--- src/heartbeat_pkg.sv ---
// Package: constants and carrier types for heartbeat error control
package heartbeat_pkg;

	// ----------------------------------------
	// Object dictionary indexes and layout
	// ----------------------------------------
	localparam logic [15:0] IDX_CONSUMER = 16'h1016;
	localparam logic [15:0] IDX_PRODUCER = 16'h1017;
	localparam logic [15:0] IDX_COMM_LO = 16'h1000;
	localparam logic [15:0] IDX_COMM_HI = 16'h1FFF;
	localparam logic [15:0] IDX_MFR_LO = 16'h2000;
	localparam logic [7:0] SUB_COUNT = 8'h00;
	localparam logic [7:0] SUB_FIRST = 8'h01;
	localparam logic [7:0] CONSUMER_COUNT = 8'h02;
	localparam logic [7:0] PERIOD_RESET = 8'h00;
	localparam logic [31:0] ENTRY_RESET = 32'h0000_0000;
	localparam int ENTRY_NODE_LSB = 16;
	localparam int ENTRY_TIME_LSB = 0;

	// ----------------------------------------
	// Telegram encoding and node states
	// ----------------------------------------
	localparam logic [10:0] HB_COB_BASE = 11'h700;
	localparam logic [6:0] ST_STOPPED = 7'h04;
	localparam logic [6:0] ST_OPERATIONAL = 7'h05;
	localparam logic [6:0] ST_PREOP = 7'h7F;
	localparam logic [15:0] MIN_HB_MS = 16'h0002;

	// ----------------------------------------
	// Timing
	// ----------------------------------------
	localparam int CLK_HZ = 10_000_000;
	localparam int TICK_MS = 1;
	localparam int MS_CYCLES = CLK_HZ / 1000 * TICK_MS;

	// Carrier for a consumer entry
	typedef struct packed {
		logic [7:0] reserved;
		logic [7:0] node;
		logic [15:0] time_ms;
	} consumer_entry_t;

	// Carrier for an object dictionary access
	typedef struct packed {
		logic write;
		logic [15:0] index;
		logic [7:0] sub;
		logic [31:0] data;
	} sdo_req_t;

	// Carrier for a received or sent CAN telegram
	typedef struct packed {
		logic [10:0] cob_id;
		logic [7:0] data;
	} can_frame_t;

endpackage : heartbeat_pkg

--- src/heartbeat_error_control.sv ---
// Heartbeat producer and consumers with offline alarm for a slave node
// ----------------------------------------
// Block
// ----------------------------------------
// How it works
// - Two consumer entries sit at sub-indexes 1 and 2; sub 0 reads 2.
// - An entry splits into reserved[31:24], node[23:16], time[15:0].
// - Consumer time counts milliseconds; zero turns that entry off.
// - An entry starts timing only after its producer's first heartbeat.
// - A timeout forces pre-operational and raises the offline alarm.
// - A nonzero producer period sends a heartbeat every period ms.
// - A heartbeat uses 700h plus node id, one byte, bit 7 zero, state below.
// - Heartbeat keeps running while stopped as well.
// - Writing zero to period or a consumer time disables that function.
// - Reprogramming a service after a timeout clears the offline alarm.
// - Heartbeat times below 2 ms are refused.
// - Heartbeat is refused while node guarding is enabled.
// - Communication objects 1000h-1FFFh return to defaults on reset.
// - Objects from 2000h up live in nonvolatile store outside this block.
// - Process data may pass only when enabled and operational.
// - Node state codes: stopped 4, operational 5, pre-operational 127.
module heartbeat_error_control #(
	parameter int N_CONS = 2,
	parameter int MS_DIV = heartbeat_pkg::MS_CYCLES
) (
	input wire logic ref_clk,
	input wire logic reset,
	input wire logic [6:0] node_id,
	input wire logic [6:0] node_state,
	input wire logic comm_enabled,
	input wire logic guarding_enabled,
	input wire logic sdo_valid,
	input wire heartbeat_pkg::sdo_req_t sdo_req,
	output logic sdo_ack,
	output logic sdo_abort,
	output logic [31:0] sdo_rdata,
	input wire logic rx_valid,
	input wire heartbeat_pkg::can_frame_t rx_frame,
	output logic tx_valid,
	input wire logic tx_ready,
	output heartbeat_pkg::can_frame_t tx_frame,
	output logic force_preop,
	output logic comm_offline_alarm,
	output logic pdo_allowed
);
	import heartbeat_pkg::*;

	consumer_entry_t entry_reg [N_CONS];
	logic [N_CONS-1:0] armed_reg;
	logic [N_CONS-1:0] timeout_evt;
	logic [15:0] cons_ms_reg [N_CONS];
	logic [7:0] period_reg;
	logic [7:0] prod_ms_reg;
	logic [$clog2(MS_DIV)-1:0] div_reg;
	logic ms_tick;
	logic is_cons;
	logic is_prod;
	logic [7:0] cons_sel;
	logic cons_hit;
	logic refuse;
	logic reprogram;
	logic [31:0] rdata_next;

	// ----------------------------------------
	// Millisecond tick
	// ----------------------------------------
	// Divider runs free so all timers share one time base
	always_ff @(posedge ref_clk) begin
		if (reset || ms_tick) begin
			div_reg <= '0;
		end else begin
			div_reg <= div_reg + 1'b1;
		end
	end
	assign ms_tick = (div_reg == ($clog2(MS_DIV))'(MS_DIV - 1));

	// ----------------------------------------
	// Object access decode
	// ----------------------------------------
	// Dictionary access decode; a refused write is aborted, not stored
	always_comb begin
		is_cons = (sdo_req.index == IDX_CONSUMER);
		is_prod = (sdo_req.index == IDX_PRODUCER);
		cons_sel = sdo_req.sub - SUB_FIRST;
		cons_hit = is_cons && (sdo_req.sub >= SUB_FIRST) &&
			(sdo_req.sub <= CONSUMER_COUNT);
		refuse = 1'b0;
		rdata_next = '0;
		if (is_cons && sdo_req.sub == SUB_COUNT) begin
			rdata_next = {24'h00_0000, CONSUMER_COUNT};
			refuse = sdo_req.write;
		end else if (cons_hit) begin
			rdata_next = entry_reg[cons_sel[0]];
			// Zero disables; below minimum or with guarding on is refused
			if (sdo_req.write && sdo_req.data[15:0] != 16'h0000) begin
				refuse = (sdo_req.data[15:0] < MIN_HB_MS) ||
					guarding_enabled;
			end
		end else if (is_prod && sdo_req.sub == SUB_COUNT) begin
			rdata_next = {24'h00_0000, period_reg};
			if (sdo_req.write && sdo_req.data[7:0] != 8'h00) begin
				refuse = ({8'h00, sdo_req.data[7:0]} < MIN_HB_MS) ||
					guarding_enabled;
			end
		end else if (sdo_req.index >= IDX_MFR_LO) begin
			// Parameters sit in the nonvolatile store, not in this block
			refuse = 1'b1;
		end else begin
			refuse = 1'b1;
		end
	end
	assign reprogram = sdo_valid && sdo_req.write && !refuse &&
		(cons_hit || is_prod);

	// Answer one cycle after the request
	always_ff @(posedge ref_clk) begin
		if (reset) begin
			sdo_ack <= 1'b0;
			sdo_abort <= 1'b0;
			sdo_rdata <= '0;
		end else begin
			sdo_ack <= sdo_valid && !refuse;
			sdo_abort <= sdo_valid && refuse;
			sdo_rdata <= (sdo_valid && !sdo_req.write) ? rdata_next : '0;
		end
	end

	// Producer period; volatile, back to default on reset
	always_ff @(posedge ref_clk) begin
		if (reset) begin
			period_reg <= PERIOD_RESET;
		end else if (reprogram && is_prod) begin
			period_reg <= sdo_req.data[7:0];
		end
	end

	// ----------------------------------------
	// Consumers
	// ----------------------------------------
	genvar g;
	generate
		for (g = 0; g < N_CONS; g++) begin : g_cons
			logic wr_here;
			logic seen;
			assign wr_here = reprogram && cons_hit &&
				(cons_sel == 8'(g));
			// Match on the telegram from the programmed producer
			assign seen = rx_valid && rx_frame.cob_id ==
				(HB_COB_BASE | {3'b000, entry_reg[g].node});
			assign timeout_evt[g] = armed_reg[g] && ms_tick &&
				cons_ms_reg[g] == entry_reg[g].time_ms;

			// Entry store; volatile
			always_ff @(posedge ref_clk) begin
				if (reset) begin
					entry_reg[g] <= ENTRY_RESET;
				end else if (wr_here) begin
					entry_reg[g] <= sdo_req.data;
				end
			end

			// Armed by the first heartbeat, disarmed by timeout or write
			always_ff @(posedge ref_clk) begin
				if (reset || wr_here || entry_reg[g].time_ms == 16'h0000) begin
					armed_reg[g] <= 1'b0;
				end else if (seen) begin
					armed_reg[g] <= 1'b1;
				end else if (timeout_evt[g]) begin
					armed_reg[g] <= 1'b0;
				end
			end

			// Milliseconds since last heartbeat; works in every state
			always_ff @(posedge ref_clk) begin
				if (reset || seen || !armed_reg[g]) begin
					cons_ms_reg[g] <= 16'h0000;
				end else if (ms_tick) begin
					cons_ms_reg[g] <= cons_ms_reg[g] + 16'h0001;
				end
			end

			a_cons_wait_first: assert property (@(posedge ref_clk)
				disable iff (reset)
				$rose(armed_reg[g]) |-> $past(seen))
				else $error("consumer armed without a heartbeat");

			a_cons_restart: assert property (@(posedge ref_clk)
				disable iff (reset)
				seen |=> cons_ms_reg[g] == 16'h0000)
				else $error("heartbeat did not restart the timer");

			a_cons_zero_off: assert property (@(posedge ref_clk)
				disable iff (reset)
				entry_reg[g].time_ms == 16'h0000 |-> !armed_reg[g])
				else $error("disabled consumer still armed");
		end
	endgenerate

	// ----------------------------------------
	// Alarm and state forcing
	// ----------------------------------------
	// Timeout raises the alarm and beats a same-cycle reprogram; any other accepted reprogram clears it
	always_ff @(posedge ref_clk) begin
		if (reset) begin
			comm_offline_alarm <= 1'b0;
			force_preop <= 1'b0;
		end else begin
			force_preop <= |timeout_evt;
			if (|timeout_evt) begin
				comm_offline_alarm <= 1'b1;
			end else if (reprogram) begin
				comm_offline_alarm <= 1'b0;
			end
		end
	end

	// Process data gate
	assign pdo_allowed = comm_enabled &&
		node_state == ST_OPERATIONAL && !force_preop;

	// ----------------------------------------
	// Producer
	// ----------------------------------------
	// Period counter restarts on a new period so the first beat is full
	always_ff @(posedge ref_clk) begin
		if (reset || period_reg == 8'h00 || (reprogram && is_prod)) begin
			prod_ms_reg <= 8'h00;
		end else if (ms_tick) begin
			if (prod_ms_reg == period_reg - 8'h01) begin
				prod_ms_reg <= 8'h00;
			end else begin
				prod_ms_reg <= prod_ms_reg + 8'h01;
			end
		end
	end

	// Telegram held until the link takes it; no state gating
	always_ff @(posedge ref_clk) begin
		if (reset) begin
			tx_valid <= 1'b0;
			tx_frame <= '0;
		end else if (period_reg != 8'h00 && ms_tick &&
			prod_ms_reg == period_reg - 8'h01) begin
			tx_valid <= 1'b1;
			tx_frame.cob_id <= HB_COB_BASE | {4'h0, node_id};
			tx_frame.data <= {1'b0, node_state};
		end else if (tx_ready) begin
			tx_valid <= 1'b0;
		end
	end

	// ----------------------------------------
	// Checks
	// ----------------------------------------
	a_timeout_alarm: assert property (@(posedge ref_clk)
		disable iff (reset)
		|timeout_evt |=> comm_offline_alarm && force_preop)
		else $error("timeout did not raise alarm");
	a_alarm_sticky: assert property (@(posedge ref_clk)
		disable iff (reset)
		comm_offline_alarm && !reprogram |=> comm_offline_alarm)
		else $error("alarm dropped without reprogram");
	a_tx_bit7_zero: assert property (@(posedge ref_clk)
		disable iff (reset)
		tx_valid |-> !tx_frame.data[7])
		else $error("heartbeat bit 7 set");
	a_tx_held: assert property (@(posedge ref_clk)
		disable iff (reset)
		tx_valid && !tx_ready |=> tx_valid)
		else $error("heartbeat dropped before the link took it");
	a_prod_off: assert property (@(posedge ref_clk)
		disable iff (reset)
		period_reg == 8'h00 && !tx_valid |=> !tx_valid)
		else $error("heartbeat sent with zero period");
	a_tick_single: assert property (@(posedge ref_clk)
		disable iff (reset)
		ms_tick |=> !ms_tick)
		else $error("millisecond tick wider than one cycle");
	a_pdo_gate: assert property (@(posedge ref_clk)
		disable iff (reset)
		pdo_allowed |-> comm_enabled && node_state == ST_OPERATIONAL)
		else $error("process data allowed outside operational");
	a_short_refused: assert property (@(posedge ref_clk)
		disable iff (reset)
		sdo_valid && sdo_req.write && is_prod && sdo_req.data[7:0] == 8'h01
		|=> sdo_abort && period_reg != 8'h01)
		else $error("period below minimum accepted");
	a_refused_kept: assert property (@(posedge ref_clk)
		disable iff (reset)
		sdo_valid && sdo_req.write && is_prod && refuse
		|=> $stable(period_reg))
		else $error("refused period write was stored");
	a_answer_once: assert property (@(posedge ref_clk)
		disable iff (reset)
		!(sdo_ack && sdo_abort))
		else $error("access both accepted and refused");
	a_count_ro: assert property (@(posedge ref_clk)
		disable iff (reset)
		sdo_valid && !sdo_req.write && is_cons && sdo_req.sub == SUB_COUNT
		|=> sdo_rdata == 32'h0000_0002)
		else $error("entry count wrong");
	a_alarm_clear: assert property (@(posedge ref_clk)
		disable iff (reset)
		comm_offline_alarm && reprogram && !(|timeout_evt)
		|=> !comm_offline_alarm)
		else $error("alarm kept after reprogram");
	a_guard_excl: assert property (@(posedge ref_clk)
		disable iff (reset)
		sdo_valid && sdo_req.write && guarding_enabled && is_prod &&
		sdo_req.data[7:0] != 8'h00 |=> sdo_abort)
		else $error("heartbeat enabled alongside guarding");

endmodule : heartbeat_error_control

--- config.mk ---
export PLATFORM = sky130hd
export DESIGN_NAME = heartbeat_error_control
export DESIGN_NICKNAME = d
export VERILOG_FILES = /design/src/heartbeat_pkg.sv /design/src/heartbeat_error_control.sv
export SDC_FILE = /design/constraint.sdc
export NUM_CORES = 1
export LEC_CHECK = 0
export BUFFER_PORTS_ARGS = -buffer_cell sky130_fd_sc_hd__clkbuf_2
export CAP_MARGIN = 20
export CORE_AREA = 8 8 181 183
export CTS_BUF_LIST = sky130_fd_sc_hd__clkbuf_4 sky130_fd_sc_hd__clkbuf_8
export DETAILED_ROUTE_END_ITERATION = 10
export DIE_AREA = 0 0 189 191
export PLACE_DENSITY = 0.48
export SETUP_SLACK_MARGIN = 0.4
export SYNTH_ARGS = -nofsm -noshare
export SYNTH_HDL_FRONTEND = slang
export SYNTH_SLANG_ARGS = --single-unit
--- constraint.sdc ---
create_clock -name ref_clk -period 3.5 [get_ports ref_clk]
set_input_delay 0.35 -clock ref_clk [delete_from_list [all_inputs] [get_ports ref_clk]]
set_output_delay 0.35 -clock ref_clk [all_outputs]
set_load 0.02 [all_outputs]
==> results.py <==
metrics = {
    "place": {
        "port_buffers": 143,
        "gp_congestion": 0.773,
        "dp_hpwl_mm": 17.5,
        "pre_cts_ws_ns": 0.711,
        "placed_cells": 1333,
    },
    "detailed_routing": {
        "vias_per_cell": 4.65,
        "wl_mm": 23.5,
        "postRouteAntennaNets": 0,
        "first_pass_iters": 4,
        "drtIter0Drc": 287,
        "num_vias": 6349,
        "route.detailed.wl_per_inst_um": 17.2,
        "drc_errors": 0,
    },
    "synth": {
        "post_synth_num_cell_types": 51,
        "ys_seq_elements": 180,
        "post-synth-top-area-fraction": 0.340,
        "synth.area.top_cells": "edfxtp_1, dfxtp_1, nor2_1",
        "synth_edf_count": 96,
        "synthesis.instances": 820,
        "syn_avg_cell_area_um2": 10.3,
        "async_flop_share": 0,
        "netlist_area_um2": 8490,
        "yosysSeqAreaShare": 0.538,
        "synth_top_cell_by_area": "edfxtp_1",
        "yosysWarnings": 0,
        "synthFlopType": "edfxtp_1",
    },
    "sta": {
        "setup_ws_ns": 1.04,
        "hold_viol": 0,
        "max_slew_margin": 0.393,
        "skew_ns": 0.0255,
        "finalMaxSlewViolations": 0,
        "worst_slew_pin_slew_ns": 0.908,
        "timing.final.crit_share": 0.703,
        "period_minus_slack_ns": 2.46,
        "fin_setup_tns_ns": 0,
        "fmax_mhz": 406,
        "setup_viol": 0,
        "grt_setup_unrepaired": "no",
    },
    "clock_tree": {
        "clockRootBuffer": "clkbuf_8",
        "cts_hold_buf": 0,
        "cts.clk_slew.worst_paths_ns": 0.09,
        "cts_htree_levels": 4,
        "cts_tree": "yes",
        "clockBufferDepth": 2,
        "clk_latency_ns": 0.47,
        "post_cts_buffers": 0,
        "clock-sinks": 180,
        "cts_resized": 0,
        "cts_inserted_buffers": 17,
    },
    "floorplan": {
        "core_area_um2": 30000,
        "row_count": 64,
        "dieArea_um2": 36100,
        "ios": 154,
        "die_w_um": 189,
        "die_h_um": 191,
        "start_util": 0.283,
    },
    "setup_path": {
        "critical_path_peak_fanout": 16,
        "endpoint_kind": "register",
        "cp.arrival_ns": 2.85,
        "cp.required_ns": 3.89,
        "start_kind": "register",
        "critPathKind": "reg2reg",
    },
    "final_layout": {
        "drive_above_1_share": 0.217,
        "final_nets": 1058,
        "finalNonFillerCells": 1365,
        "syn2layout_area_growth_pct": 17.9,
        "n_antenna_cell": 0,
        "largest_register_ffs": 64,
    },
    "global_route": {
        "grt_usage": 0.131,
        "grt_pass1_vias": 6602,
        "grt_max_degree": 52,
        "grt_pass1_wl_mm": 36.9,
        "antenna_found_initial": 4,
        "grt.overflow.total": 0,
    },
    "pwr": {
        "seqPwrFrac": 0.586,
        "switching_power_w": 0.000954,
        "power.internal_w": 0.00295,
        "peakVddDrop_v": 0.000233,
        "finalPower_w": 0.00390,
        "swShare": 0.244,
        "p_leak_nw": 3.63,
        "power_density_nw_per_um2": 390,
        "p_comb_frac": 0.060,
        "p_clk_frac": 0.354,
    },
    "run": {
        "maxCapViolCount": 0,
    },
    "status": {
        "status": "completed",
    },
    "min_path": {
        "hp-class": "in2reg",
    },
}
==> worst max-delay path: stages, from the launching register on <==
cell	delay (ns)
dfxtp_1	0.39
inv_1	0.08
ha_1	0.18
nand2b_1	0.14
or3_1	0.39
a41oi_2	0.16
and4bb_1	0.65
nand3_1	0.23
a21oi_1	0.18
==> area by class of cell <==
| cell class | instances | area (um2) |
|---|---|---|
| inverter | 10 | 37.5 |
| multi-input combinational | 587 | 3690 |
| sequential | 180 | 4560 |
| tap | 396 | 495 |
| timing repair buffer | 160 | 843 |
| fill | 3148 | 20000 |
| clock buffer | 19 | 249 |
| clock inverter | 13 | 124 |
==> stage by stage <==
step / util / hold slack, ns / cell area (um2)
after floorplan: - / 0.413 / 8490
after global placement: 0.321 / 0.431 / 9630
after detailed placement: 0.321 / 0.435 / 9630
after CTS: 0.333 / 0.0881 / 10000
after global routing: 0.333 / 0.105 / 10000
final: 0.333 / 0.129 / 10000
==> layer usage <==
layer,GRT usage,vias to the layer above,part of all wire
li1,-,3148,-
met1,0.171,3043,0.45
met5,0,-,0.0015
met2,0.214,139,0.49
met4,0.0247,6,0.0065
met3,0.0385,13,0.053
==> cells in the mapped netlist (2+ instances only) <==
master    number
buf_4          5
or4_4          2
buf_2          6
or3_1          7
nand4_1       34
mux2_2         9
o21ai_0        5
a31oi_1        2
nand4b_1       3
nand2b_1      39
and4_1         2
xnor2_1       58
a22oi_1        9
and3_1        15
nor2b_1        2
edfxtp_1      96
nand3_1       22
nor2_1       169
and2_1         5
mux2i_1       33
a41oi_1        2
nor4b_1        5
clkbuf_1      29
ha_1           5
nor4_1        18
xor2_1        45
inv_1         10
o31ai_1       15
dfxtp_1       84
buf_1          2
nand2_1       26
buf_6          2
nor3_1        16
nand3b_1       2
a21oi_1       20
==> path summary, 6_finish.rpt <==
check	startpoint	endpoint	slack, ns	cells past startpoint
setup / recovery	period_reg[0]	tx_frame[16]	1.04	8
hold / removal	node_id[6]	tx_frame[14]	0.13	3
setup reg to reg	period_reg[0]	tx_frame[16]	1.04	8
hold reg to reg	div_reg[0]	div_reg[0]	0.45	1
==> cells in the final DEF, fill, tap and decap left out, types with 18 or more instances in the layout <==
cell      count
nor2_1      169
nor4_1       18
xnor2_1      58
nand2b_1     39
nand3_1      22
mux2i_1      33
clkbuf_2    143
a21oi_1      20
nand2_1      26
xor2_1       45
edfxtp_1     96
nand4_1      34
dfxtp_1      84
==> power by group through the flow <==
| stage | clock network (W) | logic, W | registers, W |
|---|---|---|---|
| after detailed placement | 0 | 0.000236 | 0.00234 |
| after global routing | 0.00151 | 0.000259 | 0.00229 |
| after global placement | 0 | 0.000238 | 0.00234 |
| after CTS | 0.00144 | 0.000238 | 0.00229 |
| after floorplan | 0 | 0.000127 | 0.00233 |
| final | 0.00138 | 0.000234 | 0.00229 |
==> kinds of logic (layout without fill, tap and decap cells) <==
kind of cell	Yosys count	in the layout	share of synthesized area
AND/OR/NAND/NOR	375	375	0.221
multiplexers	42	42	0.0509
buffers and inverters	54	202	0.0287
XOR/XNOR	103	103	0.106
AO/OA/AOI/OAI	60	60	0.0476
other	1	2	0.000442
flip-flops	180	180	0.538
adder cells (fa/ha/maj)	5	5	0.00737
Note: power is estimated with default switching activity, not from simulation.
